File: config.mk
export PLATFORM = sky130hd
export DESIGN_NAME = crss_device_flat
export DESIGN_NICKNAME = d
export VERILOG_FILES = /design/src/crss_pkg.sv /design/src/crss_if.sv /design/src/crss_timer.sv /design/src/crss_device.sv /design/src/flat_wrapper.sv
export SDC_FILE = /design/constraint.sdc
export NUM_CORES = 1
export LEC_CHECK = 0
export BUFFER_PORTS_ARGS = -buffer_cell sky130_fd_sc_hd__buf_2
export CAP_MARGIN = 10
export CORE_ASPECT_RATIO = 1.5
export CORE_UTILIZATION = 54
export CTS_CLUSTER_DIAMETER = 100
export CTS_CLUSTER_SIZE = 40
export DETAILED_ROUTE_END_ITERATION = 10
export PLACE_DENSITY = 0.71
export SLEW_MARGIN = 20
export SYNTH_ARGS = -nofsm -noshare
export SYNTH_HDL_FRONTEND = slang
export SYNTH_SLANG_ARGS = --single-unit
File: constraint.sdc
create_clock -name i_clk -period 17.85 [get_ports i_clk]
set_input_delay 1.785 -clock i_clk [delete_from_list [all_inputs] [get_ports i_clk]]
set_output_delay 1.785 -clock i_clk [all_outputs]
set_load 0.005 [all_outputs]
File: src/crss_pkg.sv
// crss_pkg: constants, timing counts and state types shared by both ends of the
// codec reset and startup sequencer.
// assumes a single 250 MHz clock shared by host end and device end.
package crss_pkg;
	localparam int TIMER_W = 20;
	typedef logic [TIMER_W-1:0] crss_timer_t;

	localparam int CLK_PERIOD_PS = 4000;
	localparam int T_RST_HOLD_PS = 10000;
	localparam int T_INIT_PS = 1000000000;
	localparam int T_LOCKOUT_PS = 1000000000;
	localparam int T_PLL_PS = 1000000000;
	localparam int T_CAP_PS = 2000000000;
	localparam int T_REF_PS = 100000000;

	// longest time rounds down, least times round up
	localparam crss_timer_t INIT_CYC = crss_timer_t'(T_INIT_PS / CLK_PERIOD_PS);
	localparam crss_timer_t RST_HOLD_CYC =
		crss_timer_t'((T_RST_HOLD_PS + CLK_PERIOD_PS - 1) / CLK_PERIOD_PS);
	localparam crss_timer_t LOCKOUT_CYC =
		crss_timer_t'((T_LOCKOUT_PS + CLK_PERIOD_PS - 1) / CLK_PERIOD_PS);
	localparam crss_timer_t PLL_CYC =
		crss_timer_t'((T_PLL_PS + CLK_PERIOD_PS - 1) / CLK_PERIOD_PS);
	localparam crss_timer_t CAP_CYC =
		crss_timer_t'((T_CAP_PS + CLK_PERIOD_PS - 1) / CLK_PERIOD_PS);
	localparam crss_timer_t REF_CYC =
		crss_timer_t'((T_REF_PS + CLK_PERIOD_PS - 1) / CLK_PERIOD_PS);

	localparam logic CM_SEL_RST = 1'h0;
	localparam logic CM_SEL_0V75 = 1'h1;
	localparam logic REC_FIFO_EN_RST = 1'h0;
	localparam logic PLAY_FIFO_EN_RST = 1'h0;
	localparam logic [1:0] FRAME_SYNC_RST = 2'h0;
	localparam logic [1:0] FRAME_SYNC_OFF = 2'h3;
	localparam logic HP_PREP_RST = 1'h0;

	localparam int SAMPLE_W = 16;
	localparam int FIFO_STAGES = 4;

	typedef enum logic [1:0] {C_INIT = 2'b01, C_READY = 2'b10} crss_core_st_t;
	typedef enum logic [2:0] {R_OFF = 3'b001, R_START = 3'b010, R_ON = 3'b100} crss_ref_st_t;
	typedef enum logic [3:0] {
		P_OFF = 4'b0001, P_QUEUED = 4'b0010, P_LOCK = 4'b0100, P_ON = 4'b1000
	} crss_pll_st_t;
	typedef enum logic [4:0] {
		H_SUPPLY = 5'b00001, H_HOLD = 5'b00010, H_LOCK = 5'b00100,
		H_CFG = 5'b01000, H_RUN = 5'b10000
	} crss_host_st_t;
endpackage : crss_pkg

File: src/crss_if.sv
// crss_if: link between the host controller end and the codec device end.
// assumes both ends run on the same clock; the reset pin is the only asynchronous wire.
interface crss_if;
	logic rst_pin_b;
	logic soft_rst;
	logic cfg_wr;
	logic cm_sel;
	logic rec_fifo_en;
	logic play_fifo_en;
	logic [1:0] frame_sync;
	logic hp_prep;
	logic ref_req;
	logic adc_req;
	logic route_req;
	logic hp_req;
	logic pll_req;
	logic init_busy;
	logic ref_ready;
	logic clk_ready;

	modport dev (
		input rst_pin_b, soft_rst, cfg_wr, cm_sel, rec_fifo_en, play_fifo_en, frame_sync,
		input hp_prep, ref_req, adc_req, route_req, hp_req, pll_req,
		output init_busy, ref_ready, clk_ready
	);
	modport host (
		output rst_pin_b, soft_rst, cfg_wr, cm_sel, rec_fifo_en, play_fifo_en, frame_sync,
		output hp_prep, ref_req, adc_req, route_req, hp_req, pll_req,
		input init_busy, ref_ready, clk_ready
	);
endinterface : crss_if

File: src/crss_timer.sv
// crss_timer: one-shot down counter, done pulses i_count cycles after the load edge.
// assumes i_count is at least one; a load while running restarts it.
module crss_timer #(
	parameter int W = 20
) (
	input wire logic i_clk,
	input wire logic i_rst_b,
	input wire logic i_load,
	input wire logic [W-1:0] i_count,
	output logic o_busy,
	output logic o_done
);
	import crss_pkg::*;

	typedef struct packed {
		logic [W-1:0] cnt;
		logic busy;
		logic done;
	} crss_tmr_st_t;

	crss_tmr_st_t st_reg;
	crss_tmr_st_t st_next;

	always_comb begin
		st_next = st_reg;
		st_next.done = 1'b0;
		if (i_load) begin
			st_next.cnt = i_count;
			st_next.busy = 1'b1;
		end else if (st_reg.busy) begin
			st_next.cnt = st_reg.cnt - W'(1);
			if (st_reg.cnt == W'(1)) begin
				st_next.busy = 1'b0;
				st_next.done = 1'b1;
			end
		end
	end

	always_ff @(posedge i_clk or negedge i_rst_b) begin
		if (!i_rst_b) begin
			st_reg <= '0;
		end else begin
			st_reg <= st_next;
		end
	end

	assign o_busy = st_reg.busy;
	assign o_done = st_reg.done;
endmodule : crss_timer

File: src/crss_device.sv
// crss_device: codec digital core reset, default load, sleep, reference and pll
// startup sequencing, plus the record and playback fifo delay stages.
// assumes the host drives the link on i_clk; only the reset pin is asynchronous.
// Operation
// - host holds reset pin low at least 10 ns
// - soft reset bit resets like the pin
// - every reset reloads all default register values
// - after reset sleep, control port stays alive
// - register initialisation finishes within 1 ms
// - host writes nothing for 1 ms after reset
// - host avoids coefficients and power-up during init
// - host holds reset low during supply ramp
// - shared bus traffic only after supplies, reset
// - any analog request also powers the reference
// - requests queue until reference startup completes
// - host waits 2 ms before adc routing
// - codec clocks withheld 1 ms after pll up
// - cm select bit picks 0.75 or 0.9 V
// - record fifo off after reset, bit enables
// - playback fifo off after reset, bit enables
// - frame sync default aligned, 11 disables it
// - host sets headphone prep before headphone up
// - enabled fifos add group delay to path
module crss_device #(
	parameter crss_pkg::crss_timer_t INIT_CYC = crss_pkg::INIT_CYC,
	parameter crss_pkg::crss_timer_t REF_CYC = crss_pkg::REF_CYC,
	parameter crss_pkg::crss_timer_t PLL_CYC = crss_pkg::PLL_CYC,
	parameter int N = crss_pkg::FIFO_STAGES,
	parameter int DW = crss_pkg::SAMPLE_W
) (
	input wire logic i_clk,
	input wire logic i_rst_b,
	crss_if.dev bus,
	input wire logic i_rec_valid,
	input wire logic [DW-1:0] i_rec_data,
	input wire logic i_play_valid,
	input wire logic [DW-1:0] i_play_data,
	output logic o_rec_valid,
	output logic [DW-1:0] o_rec_data,
	output logic o_play_valid,
	output logic [DW-1:0] o_play_data,
	output logic o_init_busy,
	output logic o_sleep,
	output logic o_ref_en,
	output logic o_adc_en,
	output logic o_adc_route_en,
	output logic o_hp_en,
	output logic o_pll_en,
	output logic o_codec_clk_en,
	output logic o_cm_sel,
	output logic o_rec_fifo_en,
	output logic o_play_fifo_en,
	output logic [1:0] o_frame_sync,
	output logic o_hp_prep
);
	import crss_pkg::*;

	typedef struct packed {
		crss_core_st_t core;
		logic init_started;
		crss_ref_st_t refs;
		crss_pll_st_t pll;
		logic cm_sel;
		logic rec_fifo_en;
		logic play_fifo_en;
		logic [1:0] frame_sync;
		logic hp_prep;
		logic adc_en;
		logic route_en;
		logic hp_en;
		logic [N-1:0] rec_v;
		logic [N-1:0][DW-1:0] rec_d;
		logic [N-1:0] play_v;
		logic [N-1:0][DW-1:0] play_d;
		logic rec_ov;
		logic [DW-1:0] rec_od;
		logic play_ov;
		logic [DW-1:0] play_od;
	} crss_dev_st_t;

	function automatic crss_dev_st_t dev_defaults();
		crss_dev_st_t d;
		d = '0;
		d.core = C_INIT;
		d.refs = R_OFF;
		d.pll = P_OFF;
		d.cm_sel = CM_SEL_RST;
		d.rec_fifo_en = REC_FIFO_EN_RST;
		d.play_fifo_en = PLAY_FIFO_EN_RST;
		d.frame_sync = FRAME_SYNC_RST;
		d.hp_prep = HP_PREP_RST;
		return d;
	endfunction : dev_defaults

	localparam crss_dev_st_t ST_RST = dev_defaults();

	function automatic logic [N-1:0] shift_v(input logic [N-1:0] p, input logic v);
		return {p[N-2:0], v};
	endfunction : shift_v

	function automatic logic [N-1:0][DW-1:0] shift_d(
		input logic [N-1:0][DW-1:0] p,
		input logic [DW-1:0] d
	);
		return {p[N-2:0], d};
	endfunction : shift_d

	logic rst_meta_b;
	logic rst_sync_b;
	logic pin_or_por_b;
	crss_dev_st_t st_reg;
	crss_dev_st_t st_next;
	logic init_load;
	logic init_done;
	logic ref_load;
	logic ref_done;
	logic pll_load;
	logic pll_done;
	logic ref_want;

	// pin pulses shorter than a clock period still reach the core through the async clear
	assign pin_or_por_b = i_rst_b & bus.rst_pin_b;

	always_ff @(posedge i_clk or negedge pin_or_por_b) begin
		if (!pin_or_por_b) begin
			rst_meta_b <= 1'b0;
			rst_sync_b <= 1'b0;
		end else begin
			rst_meta_b <= 1'b1;
			rst_sync_b <= rst_meta_b;
		end
	end

	crss_timer #(.W(TIMER_W)) u_init_tmr (
		.i_clk(i_clk),
		.i_rst_b(rst_sync_b),
		.i_load(init_load),
		// sync, load and exit edges count against the window after the pin
		.i_count(INIT_CYC - crss_timer_t'(3)),
		.o_busy(),
		.o_done(init_done)
	);

	crss_timer #(.W(TIMER_W)) u_ref_tmr (
		.i_clk(i_clk),
		.i_rst_b(rst_sync_b),
		.i_load(ref_load),
		.i_count(REF_CYC),
		.o_busy(),
		.o_done(ref_done)
	);

	crss_timer #(.W(TIMER_W)) u_pll_tmr (
		.i_clk(i_clk),
		.i_rst_b(rst_sync_b),
		.i_load(pll_load),
		.i_count(PLL_CYC),
		.o_busy(),
		.o_done(pll_done)
	);

	assign ref_want = bus.ref_req | bus.adc_req | bus.hp_req | bus.pll_req;

	always_comb begin
		st_next = st_reg;
		init_load = 1'b0;
		ref_load = 1'b0;
		pll_load = 1'b0;
		// fifo stages always shift so a bypass switch never strands a sample
		st_next.rec_v = shift_v(st_reg.rec_v, i_rec_valid);
		st_next.rec_d = shift_d(st_reg.rec_d, i_rec_data);
		st_next.play_v = shift_v(st_reg.play_v, i_play_valid);
		st_next.play_d = shift_d(st_reg.play_d, i_play_data);
		st_next.rec_ov = st_reg.rec_fifo_en ? st_reg.rec_v[N-1] : i_rec_valid;
		st_next.rec_od = st_reg.rec_fifo_en ? st_reg.rec_d[N-1] : i_rec_data;
		st_next.play_ov = st_reg.play_fifo_en ? st_reg.play_v[N-1] : i_play_valid;
		st_next.play_od = st_reg.play_fifo_en ? st_reg.play_d[N-1] : i_play_data;
		case (st_reg.core)
			C_INIT: begin
				// requests and writes are ignored until defaults are loaded
				if (!st_reg.init_started) begin
					init_load = 1'b1;
					st_next.init_started = 1'b1;
				end else if (init_done) begin
					st_next.core = C_READY;
				end
			end
			C_READY: begin
				if (bus.cfg_wr) begin
					st_next.cm_sel = bus.cm_sel;
					st_next.rec_fifo_en = bus.rec_fifo_en;
					st_next.play_fifo_en = bus.play_fifo_en;
					st_next.frame_sync = bus.frame_sync;
					st_next.hp_prep = bus.hp_prep;
				end
				case (st_reg.refs)
					R_OFF: begin
						if (ref_want) begin
							st_next.refs = R_START;
							ref_load = 1'b1;
						end
					end
					R_START: begin
						if (!ref_want) begin
							st_next.refs = R_OFF;
						end else if (ref_done) begin
							st_next.refs = R_ON;
						end
					end
					R_ON: begin
						if (!ref_want) begin
							st_next.refs = R_OFF;
						end
					end
					default: st_next.refs = R_OFF;
				endcase
				case (st_reg.pll)
					P_OFF: begin
						if (bus.pll_req) begin
							st_next.pll = P_QUEUED;
						end
					end
					P_QUEUED: begin
						if (!bus.pll_req) begin
							st_next.pll = P_OFF;
						end else if (st_next.refs == R_ON) begin
							st_next.pll = P_LOCK;
							pll_load = 1'b1;
						end
					end
					P_LOCK: begin
						if (!bus.pll_req || st_next.refs != R_ON) begin
							st_next.pll = P_OFF;
						end else if (pll_done) begin
							st_next.pll = P_ON;
						end
					end
					P_ON: begin
						if (!bus.pll_req || st_next.refs != R_ON) begin
							st_next.pll = P_OFF;
						end
					end
					default: st_next.pll = P_OFF;
				endcase
				// analog blocks held back until the reference is up
				st_next.adc_en = (st_next.refs == R_ON) && bus.adc_req;
				st_next.hp_en = (st_next.refs == R_ON) && bus.hp_req;
				st_next.route_en = st_next.adc_en && bus.route_req;
			end
			default: st_next = ST_RST;
		endcase
		if (bus.soft_rst) begin
			st_next = ST_RST;
		end
	end

	always_ff @(posedge i_clk or negedge rst_sync_b) begin
		if (!rst_sync_b) begin
			st_reg <= ST_RST;
		end else begin
			st_reg <= st_next;
		end
	end

	assign o_rec_valid = st_reg.rec_ov;
	assign o_rec_data = st_reg.rec_od;
	assign o_play_valid = st_reg.play_ov;
	assign o_play_data = st_reg.play_od;
	assign o_init_busy = st_reg.core == C_INIT;
	assign o_sleep = (st_reg.core == C_INIT) || (st_reg.refs == R_OFF);
	assign o_ref_en = st_reg.refs != R_OFF;
	assign o_adc_en = st_reg.adc_en;
	assign o_adc_route_en = st_reg.route_en;
	assign o_hp_en = st_reg.hp_en;
	assign o_pll_en = (st_reg.pll == P_LOCK) || (st_reg.pll == P_ON);
	assign o_codec_clk_en = st_reg.pll == P_ON;
	assign o_cm_sel = st_reg.cm_sel;
	assign o_rec_fifo_en = st_reg.rec_fifo_en;
	assign o_play_fifo_en = st_reg.play_fifo_en;
	assign o_frame_sync = st_reg.frame_sync;
	assign o_hp_prep = st_reg.hp_prep;
	assign bus.init_busy = st_reg.core == C_INIT;
	assign bus.ref_ready = st_reg.refs == R_ON;
	assign bus.clk_ready = st_reg.pll == P_ON;
endmodule : crss_device

File: src/flat_wrapper.sv
// flat-port wrapper written by rule: the top's interface ports become plain ports
module crss_device_flat import crss_pkg::*;
#(
	parameter crss_pkg::crss_timer_t INIT_CYC = crss_pkg::INIT_CYC,
	parameter crss_pkg::crss_timer_t REF_CYC = crss_pkg::REF_CYC,
	parameter crss_pkg::crss_timer_t PLL_CYC = crss_pkg::PLL_CYC,
	parameter int N = crss_pkg::FIFO_STAGES,
	parameter int DW = crss_pkg::SAMPLE_W
)
  (i_clk, i_rst_b, i_rec_valid, i_rec_data, i_play_valid, i_play_data, o_rec_valid, o_rec_data, o_play_valid, o_play_data, o_init_busy, o_sleep, o_ref_en, o_adc_en, o_adc_route_en, o_hp_en, o_pll_en, o_codec_clk_en, o_cm_sel, o_rec_fifo_en, o_play_fifo_en, o_frame_sync, o_hp_prep, bus_rst_pin_b, bus_soft_rst, bus_cfg_wr, bus_cm_sel, bus_rec_fifo_en, bus_play_fifo_en, bus_frame_sync, bus_hp_prep, bus_ref_req, bus_adc_req, bus_route_req, bus_hp_req, bus_pll_req, bus_init_busy, bus_ref_ready, bus_clk_ready);
  crss_if bus_i ();
  input wire logic i_clk;
  input wire logic i_rst_b;
  input wire logic i_rec_valid;
  input wire logic [DW-1:0] i_rec_data;
  input wire logic i_play_valid;
  input wire logic [DW-1:0] i_play_data;
  output logic o_rec_valid;
  output logic [DW-1:0] o_rec_data;
  output logic o_play_valid;
  output logic [DW-1:0] o_play_data;
  output logic o_init_busy;
  output logic o_sleep;
  output logic o_ref_en;
  output logic o_adc_en;
  output logic o_adc_route_en;
  output logic o_hp_en;
  output logic o_pll_en;
  output logic o_codec_clk_en;
  output logic o_cm_sel;
  output logic o_rec_fifo_en;
  output logic o_play_fifo_en;
  output logic [1:0] o_frame_sync;
  output logic o_hp_prep;
  input wire logic [$bits(bus_i.rst_pin_b)-1:0] bus_rst_pin_b;
  input wire logic [$bits(bus_i.soft_rst)-1:0] bus_soft_rst;
  input wire logic [$bits(bus_i.cfg_wr)-1:0] bus_cfg_wr;
  input wire logic [$bits(bus_i.cm_sel)-1:0] bus_cm_sel;
  input wire logic [$bits(bus_i.rec_fifo_en)-1:0] bus_rec_fifo_en;
  input wire logic [$bits(bus_i.play_fifo_en)-1:0] bus_play_fifo_en;
  input wire logic [$bits(bus_i.frame_sync)-1:0] bus_frame_sync;
  input wire logic [$bits(bus_i.hp_prep)-1:0] bus_hp_prep;
  input wire logic [$bits(bus_i.ref_req)-1:0] bus_ref_req;
  input wire logic [$bits(bus_i.adc_req)-1:0] bus_adc_req;
  input wire logic [$bits(bus_i.route_req)-1:0] bus_route_req;
  input wire logic [$bits(bus_i.hp_req)-1:0] bus_hp_req;
  input wire logic [$bits(bus_i.pll_req)-1:0] bus_pll_req;
  output wire logic [$bits(bus_i.init_busy)-1:0] bus_init_busy;
  output wire logic [$bits(bus_i.ref_ready)-1:0] bus_ref_ready;
  output wire logic [$bits(bus_i.clk_ready)-1:0] bus_clk_ready;
  assign bus_i.rst_pin_b = bus_rst_pin_b;
  assign bus_i.soft_rst = bus_soft_rst;
  assign bus_i.cfg_wr = bus_cfg_wr;
  assign bus_i.cm_sel = bus_cm_sel;
  assign bus_i.rec_fifo_en = bus_rec_fifo_en;
  assign bus_i.play_fifo_en = bus_play_fifo_en;
  assign bus_i.frame_sync = bus_frame_sync;
  assign bus_i.hp_prep = bus_hp_prep;
  assign bus_i.ref_req = bus_ref_req;
  assign bus_i.adc_req = bus_adc_req;
  assign bus_i.route_req = bus_route_req;
  assign bus_i.hp_req = bus_hp_req;
  assign bus_i.pll_req = bus_pll_req;
  assign bus_init_busy = bus_i.init_busy;
  assign bus_ref_ready = bus_i.ref_ready;
  assign bus_clk_ready = bus_i.clk_ready;
  crss_device #(.INIT_CYC(INIT_CYC), .REF_CYC(REF_CYC), .PLL_CYC(PLL_CYC), .N(N), .DW(DW)) u_core (.i_clk(i_clk), .i_rst_b(i_rst_b), .bus(bus_i), .i_rec_valid(i_rec_valid), .i_rec_data(i_rec_data), .i_play_valid(i_play_valid), .i_play_data(i_play_data), .o_rec_valid(o_rec_valid), .o_rec_data(o_rec_data), .o_play_valid(o_play_valid), .o_play_data(o_play_data), .o_init_busy(o_init_busy), .o_sleep(o_sleep), .o_ref_en(o_ref_en), .o_adc_en(o_adc_en), .o_adc_route_en(o_adc_route_en), .o_hp_en(o_hp_en), .o_pll_en(o_pll_en), .o_codec_clk_en(o_codec_clk_en), .o_cm_sel(o_cm_sel), .o_rec_fifo_en(o_rec_fifo_en), .o_play_fifo_en(o_play_fifo_en), .o_frame_sync(o_frame_sync), .o_hp_prep(o_hp_prep));
endmodule
After elaboration in Yosys (flattened, before gate mapping)
Index checks and enable logic that the tools add are counted.
{ "op_classes": {"add_sub_neg": 3, "n_mul": 0, "n_div": 0, "magnitude_cmp": 0, "eq_ne": 24, "n_shift": 0, "muxes": 45, "bitwise_logic": 4, "reduce_logical": 14} }
{ "op_table": {"columns": ["cell", "count"], "rows": [
  ["$mux W189", 1],
  ["$mux W170", 1],
  ["$mux W22", 3],
  ["$mux W21", 3],
  ["$eq A20 B1 Y1 const B", 3],
  ["$sub A20 B1 Y20 const B", 3],
  ["$mux W16", 2],
  ["$pmux W16 S2", 1],
  ["$mux W4", 6],
  ["$pmux W4 S4", 1],
  ["$mux W3", 5],
  ["$mux W1", 14],
  ["$mux W2", 5],
  ["$ne A5 B4 Y1 const B", 2],
  ["$pmux W3 S3", 1],
  ["$eq A3 B3 Y1 const B", 2],
  ["$mux W6", 1],
  ["$ne A3 B2 Y1 const B", 2],
  ["$ne A3 B3 Y1 const B", 2],
  ["$pmux W3 S2", 1],
  ["$reduce_bool A2 Y1", 3],
  ["$reduce_and A5 Y1", 1],
  ["$eq A4 B1 Y1 const B", 1],
  ["$eq A4 B2 Y1 const B", 1],
  ["18 further kinds", 25]
]} }
{ "totals": {"regBits": 257, "latchBits": 0, "ram_bits": 0, "rom_bits": 0, "inputBits": 50, "output_inout_bits": 51, "word_cells": 127, "n_memories": 0} }

Depth between registers and ports, before layout
Gate-level depths: netlist of the first run.
{ "logic_depth": {"depth_word": 12, "ltp_mapped": 8} }

Hierarchy
A second synthesis of the first run with hierarchy kept.
{ "unflattened": {"hier_cells": 958, "hier_area_um2": 10786.6} }
{ "by_module_without_submodules": {"columns": ["mod", "instances", "cells_per_inst", "area_each_um2"], "rows": [
  ["crss_device", 1, 559, 7149.4],
  ["crss_timer", 3, 133, 1212.4]
]} }

Least setup slack after synthesis of the first run
No wires, ideal clock.
{ "synth_path": {"path_kind": "input port to flip-flop", "start": "input port bus_soft_rst", "end": "register u_core.st_reg[179] (netlist name)", "setup_time_ns": 0.091, "arrival_time_ns": 3.175, "required_ns": 17.759, "path_slack_ns": 14.584, "path_stages": 7, "n_path_buf": 2, "cell_sequence": "clkbuf_1 nor2b_1 clkbuf_1 o2111ai_1 o221ai_1 or2_2 o31ai_1"} }
{ "synth_between": {"elab_chain_len": 2, "word_cells_on_any_way": 7, "classes_between": "5 x eq/ne; 1 x mux; 1 x reduce/logical"} }
{ "synth_rtl": {"columns": ["item", "line", "source"], "rows": [
  ["start, declared", "flat_wrapper.sv:36", "input wire logic [$bits(bus_i.soft_rst)-1:0] bus_soft_rst;"],
  ["$ne A5 B4 Y1 (no line) (tied with other cells)", null, null],
  ["$reduce_and A5 Y1 (no line)", null, null],
  ["end signal, assigned", "crss_device.sv:261", "st_reg <= st_next;"],
  ["end, declared", "crss_device.sv:111", "crss_dev_st_t st_reg;"]
]} }
Parallel ways exist; a longest one is shown, timed or not.
A chain may end at the register's enable or synchronous reset.

Final worst setup path of the first run
{ "layout_path": {"start": "register u_core.st_reg (netlist bit u_core.o_rec_fifo_en)", "end": "output port o_rec_fifo_en"} }
{ "layout_lines": {"columns": ["item", "line", "source"], "rows": [
  ["end, declared", "flat_wrapper.sv:31", "output logic o_rec_fifo_en;"]
]} }
No word-level cell between the ends.

==> impl_metrics.tcl, run 1 <==
set metrics [dict create \
    cp_cell_sequence "buf_2" \
    n_antenna_cell 0 \
    die_height_um 170 \
    rsz0062_at_grt "false" \
    post_cts_buffers 0 \
    grt_pass1_vias 5871 \
    setup_viol 0 \
    cp.required_ns 16.06 \
    ys_seq_elements 257 \
    final_common_cell "dfrtp_1" \
    path_delay_family "flip-flops" \
    cts_tree "built" \
    r2r_slack_ns 15.37 \
    place.gp.congestion 0.876 \
    htreeDepth 1 \
    endpoint_kind "primary output" \
    yosysWarningCount 0 \
    r2r.worst_path.cells 6 \
    grt_pass1_wl_um 28700 \
    syn_area_per_cell_um2 11.9 \
    grt_max_degree 178 \
    tightest_slew_ns 1.10 \
    cp.arrival_ns 1.87 \
    final_antenna_net_count 0 \
    critical_path.max_stage_delay_ns 1.10 \
    leakagePower_nw 4.99 \
    largest_reg_flops 146 \
    syn_to_final_growth_pct 7.79 \
    cp_max_fo 19 \
    fin_nets 964 \
    crit_start "u_core.o_rec_fifo_en$_DFFE_PN0P_" \
    clk_pin_slew_ns 0.14 \
    mostFrequentLayoutCells "dfrtp_1 (253), and2_1 (139), buf_2 (100)" \
    status "finished, final reports clean" \
    globalRoute.totalOverflow 0 \
    die_x_um 114 \
    synthCells 862 \
    clock_sinks 257 \
    crit_type "flip-flop to primary output" \
    wl_um 16800 \
    r2r_start "u_core.st_reg[187]$_DFFE_PN1P_" \
    row_count 61 \
    drtPass1Iterations 5 \
    synth_cell_type_count 56 \
    num_vias 5878 \
    numCtsBuffers 10 \
    synth_area_mm2 0.0102 \
    clock.fmax_mhz 273 \
    crit_slowest_cell "dfrtp_1" \
    crit_buf_inv 1 \
    yosysSeqAreaShare 0.630 \
    cellPowerDensity_mw_per_mm2 85.1 \
    synthFlopType "dfrtp_1" \
    route.detailed.drc 0 \
    core_mm2 0.0185 \
    finalMaxSlewViolations 0 \
    startpoint_type "flip-flop" \
    viasPerCell 5.06 \
    relSlewSlack 0.264 \
    clock_latency_ns 0.49 \
    detailed_place_hpwl_um 10400 \
    cts_hold_buffers 0 \
    ir_worst_vdd_uv 95.8 \
    async_flop_share 1.00 \
    cap_violations 0 \
    cts_root_buf "clkbuf_16" \
    clockBufferDepth 3 \
    skew_ns 0.0317 \
    antenna_found_initial 0 \
    tns_ns 0 \
    instances_no_fill 1162 \
    die_area_mm2 0.0195 \
    hold_path_class "flip-flop to async pin" \
    post_cts_resized 0 \
    final-hold-violation-count 0 \
    start_util 0.551 \
    grt_use_total 0.183 \
    port_buffers 100 \
    drive_gt1_frac 0.152 \
    wl_per_cell_um 14.5 \
    utilization 0.594 \
    period_share 0.205 \
    synth_edf_count 0 \
    synth_nets 920 \
    post-route-min-period_ns 3.66 \
    drtIter0Drc 348 \
    dp_cells 1145 \
    ios 101 \
    r2r-end "u_core.u_init_tmr.o_done$_DFF_PN0_" \
]
==> worst max-delay path by stage <==
stage | endpoint | slack (ns) | cells after the start
floorplan | u_core.o_adc_en$_DFFE_PN0N_ | 10.16 | 0
global placement | u_core.u_ref_tmr.st_reg[16]$_DFFE_PN0P_ | 14.37 | 5
detailed placement | u_core.st_reg[181]$_DFFE_PN0P_ | 14.31 | 6
CTS | o_play_fifo_en | 14.14 | 1
global route | o_rec_fifo_en | 14.10 | 1
finish | o_rec_fifo_en | 14.19 | 1
==> Yosys cell counts, types with 2 or more instances <==
master | n | area share
or4_1 | 5 | 0.0037
or4_4 | 5 | 0.0055
nand2_1 | 35 | 0.013
or4b_1 | 2 | 0.0020
nor4_2 | 2 | 0.0024
dfstp_2 | 3 | 0.0077
inv_1 | 12 | 0.0044
a211oi_1 | 3 | 0.0022
nor4_4 | 2 | 0.0042
buf_1 | 3 | 0.0011
a21o_1 | 2 | 0.0015
nor4_1 | 9 | 0.0055
or3b_1 | 2 | 0.0017
and3_1 | 2 | 0.0012
or2_2 | 3 | 0.0018
nand3_1 | 13 | 0.0064
or2_1 | 2 | 0.0012
a21oi_1 | 11 | 0.0054
a22o_1 | 6 | 0.0051
or3_1 | 11 | 0.0067
nor3_1 | 23 | 0.011
nand3b_1 | 6 | 0.0044
xor2_1 | 19 | 0.016
clkbuf_1 | 31 | 0.011
and2_1 | 139 | 0.085
nand2b_1 | 7 | 0.0043
buf_4 | 36 | 0.026
o21ai_1 | 7 | 0.0034
o31ai_1 | 4 | 0.0029
dfrtp_1 | 254 | 0.62
o21ai_0 | 6 | 0.0029
xnor2_1 | 29 | 0.025
mux2i_1 | 35 | 0.034
nor2_1 | 96 | 0.035
nand4b_1 | 3 | 0.0026
ha_1 | 8 | 0.0098
nor2b_1 | 4 | 0.0024
nand4_1 | 4 | 0.0024
==> stage by stage <==
stage               hold WS, ns  total power, mW  area (µm²)  worst slack [ns]
global placement          0.333            0.658       10700             14.37
floorplan                 0.331            0.645       10200             10.16
detailed placement        0.346            0.659       10700             14.31
finish                    0.224            0.937       11000             14.19
CTS                       0.380            0.950       11000             14.14
global route              0.254            0.976       11000             14.10
==> power by group <==
part	switching (mW)	leakage (nW)	internal, mW
Sequential	0.00536	3.22	0.597
Clock	0.172	0.152	0.118
Combinational	0.0274	1.62	0.0170
Total	0.204	4.99	0.733
==> cell families (layout without fill, tap and decap cells) <==
kind of cell             count (synthesis)  after routing  synth area share
flip-flops                             257            257             0.630
other                                    1              1          0.000367
adder cells (fa/ha/maj)                  8              8           0.00980
AND/OR/NAND/NOR                        382            382             0.209
multiplexers                            35             35            0.0343
XOR/XNOR                                48             48            0.0411
buffers and inverters                   84            132            0.0449
AO/OA/AOI/OAI                           47             47            0.0304
==> routing by layer <==
| layer | routed length (µm) | up-vias | track usage |
|---|---|---|---|
| li1 | - | 2855 | - |
| met2 | 7850 | 85 | 0.292 |
| met1 | 8140 | 2919 | 0.267 |
| met4 | 253 | 0 | 0.0491 |
| met5 | 0 | - | 0 |
| met3 | 590 | 19 | 0.0242 |
==> area by class of cell <==
cell class | instances | area [µm²]
fillers | 1563 | 7530
flip-flops and latches | 257 | 6440
multi-input cells | 521 | 3330
repair buffers | 104 | 563
well taps | 252 | 315
clock buffers | 15 | 290
inverters | 12 | 45.0
clock inverters | 1 | 30.0
(Power assumes the default switching activity.)
==> inputs of run 2 (changes only) <==
==> constraint.sdc (replaced) <==
create_clock -name i_clk -period 3.5 [get_ports i_clk]
set_input_delay 0.35 -clock i_clk [delete_from_list [all_inputs] [get_ports i_clk]]
set_output_delay 0.35 -clock i_clk [all_outputs]
set_load 0.005 [all_outputs]
==> run 2 against run 1 <==
Compared with the run above:
- clock-buffer cell count fell by 1
- sequential power rose to 5.1 times the previous value
- largest cell class unchanged
- combinational power rose to 5.1 times the previous value
- clock power rose to 5.1 times the previous value
- final area rose by 0.41%
- via count rose by 0.34%
- critical endpoint is now u_core.st_reg[181]$_DFFE_PN0P_
- flip-flop and latch count did not move
==> impl_metrics.tcl, run 2 (synthesis results as in run 1) <==
set metrics [dict create \
    cp.required_ns 3.89 \
    start_util 0.551 \
    ios 101 \
    tns_ns 0 \
    n_antenna_cell 0 \
    num_vias 5898 \
    clk_pin_slew_ns 0.14 \
    syn_to_final_growth_pct 8.23 \
    cp_cell_sequence "inv_1 -> ha_1 -> nor2b_1 -> o2111ai_1 -> o221ai_1 -> or2_2 -> o21ai_1" \
    final-hold-violation-count 0 \
    cp_max_fo 9 \
    detailed_place_hpwl_um 11000 \
    tightest_slew_ns 1.06 \
    die_x_um 114 \
    skew_ns 0.0148 \
    core_mm2 0.0185 \
    cellPowerDensity_mw_per_mm2 434 \
    ir_worst_vdd_uv 523 \
    fin_nets 971 \
    crit_buf_inv 1 \
    row_count 61 \
    cts_tree "built" \
    leakagePower_nw 5.02 \
    clock.fmax_mhz 435 \
    utilization 0.596 \
    grt_use_total 0.185 \
    finalMaxSlewViolations 0 \
    drtIter0Drc 256 \
    path_delay_family "compound AO/OA/AOI/OAI gates" \
    wl_per_cell_um 14.5 \
    cts_root_buf "clkbuf_16" \
    globalRoute.totalOverflow 0 \
    cp.arrival_ns 2.68 \
    instances_no_fill 1169 \
    hold_slack_ns 0.0744 \
    period_share 0.656 \
    hold_path_class "input pin to flip-flop" \
    place.gp.congestion 0.849 \
    route.detailed.drc 0 \
    die_height_um 170 \
    cap_violations 0 \
    htreeDepth 1 \
    endpoint_kind "flip-flop" \
    post-route-min-period_ns 2.30 \
    totalPowerFinal_mw 4.80 \
    clockBufferDepth 3 \
    place_ws_ns 1.22 \
    relSlewSlack 0.288 \
    grt_max_degree 95 \
    rsz0062_at_grt "false" \
    placed_cell_area_mm2 0.0107 \
    final_antenna_net_count 0 \
    crit_type "flip-flop to flip-flop" \
    clock_sinks 257 \
    status "finished, final reports clean" \
    largest_reg_flops 146 \
    dp_cells 1151 \
    crit_slowest_cell "nor2b_1" \
    viasPerCell 5.05 \
    final_area_mm2 0.0111 \
    critical_path.max_stage_delay_ns 0.52 \
    grt_pass1_wl_um 28600 \
    numCtsBuffers 10 \
    drive_gt1_frac 0.157 \
    grt_pass1_vias 5866 \
    antenna_found_initial 0 \
    die_area_mm2 0.0195 \
    drtPass1Iterations 4 \
    port_buffers 100 \
    finalWorstSetupSlack_ns 1.20 \
    final_common_cell "dfrtp_1" \
    setup_viol 0 \
    clock_latency_ns 0.49 \
    wl_um 16900 \
    startpoint_type "flip-flop" \
    post_cts_buffers 0 \
    mostFrequentLayoutCells "dfrtp_1 (253), and2_1 (139), buf_2 (100)" \
]
[run 2: layer usage]
layer,vias up,share of wire,track usage
met1,2921,0.47,0.268
met2,95,0.48,0.299
met3,16,0.033,0.0217
li1,2866,-,-
met5,-,0,0
met4,0,0.015,0.0446
[run 2: where the power goes]
part	internal (mW)	switching [mW]
Clock	0.604	0.887
Combinational	0.0893	0.139
Sequential	3.05	0.0311
[run 2: area by class of cell]
cell class / count / area (µm²)
Fill cell: 1509 / 7490
Clock inverter: 2 / 28.8
Timing Repair Buffer: 111 / 613
Clock buffer: 14 / 287
Sequential cell: 257 / 6440
Tap cell: 252 / 315
Inverter: 12 / 45.0
Multi-Input combinational cell: 521 / 3330
[run 2: path summary, 6_finish.rpt]
kind,start,to,slack (ns),cells after the start
setup / recovery,u_core.st_reg[187]$_DFFE_PN1P_,u_core.st_reg[181]$_DFFE_PN0P_,1.20,7
hold / removal,i_rec_data[4],u_core.st_reg[106]$_DFF_PN0_,0.07,2
setup reg to reg,u_core.st_reg[187]$_DFFE_PN1P_,u_core.st_reg[181]$_DFFE_PN0P_,1.20,7
hold reg to reg,u_core.rst_sync_b$_DFF_PN0_,u_core.o_play_fifo_en$_DFFE_PN0P_,0.31,0
max in group asynchronous,u_core.rst_sync_b$_DFF_PN0_,u_core.st_reg[183]$_DFFE_PN1N_,2.32,1
min in group asynchronous,i_rst_b,u_core.rst_sync_b$_DFF_PN0_,0.25,3
[run 2: repair_timing]
action,in CTS,in global routing
endpoints found under the hold margin,2,0
hold buffers,2,0
resized for setup,0,0
==> inputs of run 3 (changes only) <==
==> constraint.sdc (replaced) <==
create_clock -name i_clk -period 2.3 [get_ports i_clk]
set_input_delay 0.23 -clock i_clk [delete_from_list [all_inputs] [get_ports i_clk]]
set_output_delay 0.23 -clock i_clk [all_outputs]
set_load 0.005 [all_outputs]
==> run 3 against run 2 <==
Compared with the run above:
- core utilization increased by 3.6 points
- highest routed layer unchanged
- die area unchanged
- flip-flop and latch count stayed put
- clock power increased by 57%
- combinational power increased by 87%
- maximum frequency is 7.9% higher
- largest cell class unchanged
==> impl_metrics.tcl, run 3 (synthesis results as in run 1) <==
set metrics [dict create \
    core_mm2 0.0185 \
    wl_per_cell_um 14.4 \
    leakagePower_nw 5.33 \
    p_sw_mw 1.59 \
    drive_gt1_frac 0.167 \
    skew_ns 0.0222 \
    num-fill-cells 1486 \
    tns_ns 0 \
    post_cts_buffers 0 \
    viasPerCell 5.01 \
    grt_max_degree 60 \
    numCtsBuffers 10 \
    dr_wl_met3_um 551 \
    drtPass1Iterations 4 \
    r2r.worst_path.cells 7 \
    intPower_mw 5.87 \
    setup_viol 0 \
    n_antenna_cell 0 \
    final_antenna_net_count 0 \
    clock_latency_ns 0.49 \
    multi_input_area_mm2 0.00333 \
    fin_nets 1032 \
    cp.required_ns 2.69 \
    hold_path_class "input pin to flip-flop" \
    hold_slack_ns 0.0335 \
    cts_root_buf "clkbuf_16" \
    port_buffers 100 \
    dr.max_layer_used "met4" \
    cp.arrival_ns 2.52 \
    detailed_place_hpwl_um 11500 \
    ir_worst_vdd_uv 767 \
    switching_share 0.214 \
    hold_end "u_core.o_hp_en$_DFFE_PN0N_" \
    endpoint_kind "flip-flop" \
    r2r-end "u_core.st_reg[179]$_DFFE_PN1P_" \
    die_height_um 170 \
    relSlewSlack 0.459 \
    final_common_cell "dfrtp_1" \
    num_vias 6166 \
    grt_use_total 0.192 \
    mostFrequentLayoutCells "dfrtp_1 (253), and2_1 (139), buf_2 (100)" \
    clock.fmax_mhz 470 \
    final-hold-violation-count 0 \
    finalMaxSlewViolations 0 \
    syn_to_final_growth_pct 14.8 \
    hold_depth 2 \
    place.gp.congestion 0.833 \
    antenna_found_initial 0 \
    rsz0062_at_grt "false" \
    status "finished, final reports clean" \
    grt_pass1_wl_um 30000 \
    wl_um 17700 \
    start_util 0.551 \
    seqPwrFrac 0.628 \
    route.detailed.drc 0 \
    die_x_um 114 \
    clock_sinks 257 \
    post-route-min-period_ns 2.13 \
    row_count 61 \
    wirelength_met1_um 8200 \
    hp-start "bus_soft_rst" \
    clk_pin_slew_ns 0.14 \
    wl_met2_um 8670 \
    cp_max_fo 6 \
    comb_power_share 0.057 \
    clockBufferDepth 3 \
    startpoint_type "flip-flop" \
    period_share 0.926 \
    die_area_mm2 0.0195 \
    tightest_slew_ns 0.812 \
    r2r_start "u_core.st_reg[187]$_DFFE_PN1P_" \
    cap_violations 0 \
    r2r_slack_ns 0.17 \
    ios 101 \
    cts_tree "built" \
    drtIter0Drc 361 \
    ff_latch_area_mm2 0.00644 \
    clock_power_share 0.314 \
    grt_pass1_vias 6244 \
    crit_type "flip-flop to flip-flop" \
    htreeDepth 1 \
    largest_reg_flops 146 \
    globalRoute.totalOverflow 0 \
    cellPowerDensity_mw_per_mm2 636 \
]
## run 3: cell types whose count changed in the layout (fill, tap and decap cells not counted)
cell / change
bufinv_16: +1
buf_12: +7
buf_4: +12
clkinv_4: -1
dlygate4sd3_1: +42
## run 3: final cells by class
| cell class | instances | share of cell area |
|---|---|---|
| clock buffer | 14 | 0.0244 |
| clock inverter | 2 | 0.00427 |
| timing repair buffer | 172 | 0.108 |
| sequential | 257 | 0.549 |
| inverter | 12 | 0.00384 |
| tap | 252 | 0.0269 |
| multi-input combinational | 521 | 0.284 |
## run 3: power by group through the flow
stage | registers, mW | clock network, mW | logic, mW
global placement | 4.77 | 0 | 0.369
CTS | 4.69 | 2.45 | 0.438
global route | 4.71 | 2.58 | 0.486
floorplan | 4.81 | 0 | 0.191
finish | 4.69 | 2.34 | 0.427
detailed placement | 4.78 | 0 | 0.377
## run 3: worst max-delay path by stage
stage | start | endpoint | slack [ns] | cells past startpoint
final | u_core.st_reg[187]$_DFFE_PN1P_ | u_core.st_reg[179]$_DFFE_PN1P_ | 0.17 | 7
after global routing | u_core.st_reg[187]$_DFFE_PN1P_ | u_core.st_reg[179]$_DFFE_PN1P_ | 0.03 | 7
after global placement | u_core.u_pll_tmr.st_reg[6]$_DFFE_PN0P_ | u_core.u_pll_tmr.st_reg[18]$_DFFE_PN0P_ | 0.24 | 5
after floorplan | u_core.rst_sync_b$_DFF_PN0_ | u_core.o_adc_en$_DFFE_PN0N_ | -0.28 | 0
after CTS | u_core.u_pll_tmr.st_reg[6]$_DFFE_PN0P_ | u_core.u_pll_tmr.st_reg[16]$_DFFE_PN0P_ | 0.16 | 5
after detailed placement | u_core.u_pll_tmr.st_reg[6]$_DFFE_PN0P_ | u_core.u_pll_tmr.st_reg[16]$_DFFE_PN0P_ | 0.18 | 5
## run 3: timing repair
action                                 4_1_cts  5_1_grt
resized for setup                            0        0
endpoints found under the hold margin       63        0
hold buffers                                44        0
## run 3: layer usage
metal,GRT usage,vias up
met4,0.0457,0
met3,0.0231,19
met2,0.322,102
li1,-,2993
met5,0,-
met1,0.267,3052
## run 3: per-stage QoR
step | instances | instance area, µm² | total power [mW] | setup slack (ns) | utilization
2_1_floorplan | 862 | 10200 | 5.00 | -0.278 | -
3_3_place_gp | 1170 | 11000 | 5.14 | 0.242 | 0.591
3_5_place_dp | 1170 | 11000 | 5.15 | 0.183 | 0.591
4_1_cts | 1230 | 11700 | 7.58 | 0.163 | 0.633
5_1_grt | 1230 | 11700 | 7.77 | 0.0306 | 0.633
6_report | 1230 | 11700 | 7.46 | 0.171 | 0.633
## run 3: worst max-delay path, stage by stage, from the launching register on
cell	delay [ns]
dfstp_2	0.57
inv_1	0.05
ha_1	0.20
nor2b_1	0.17
o2111ai_1	0.18
o221ai_1	0.27
or2_2	0.36
o31ai_1	0.24
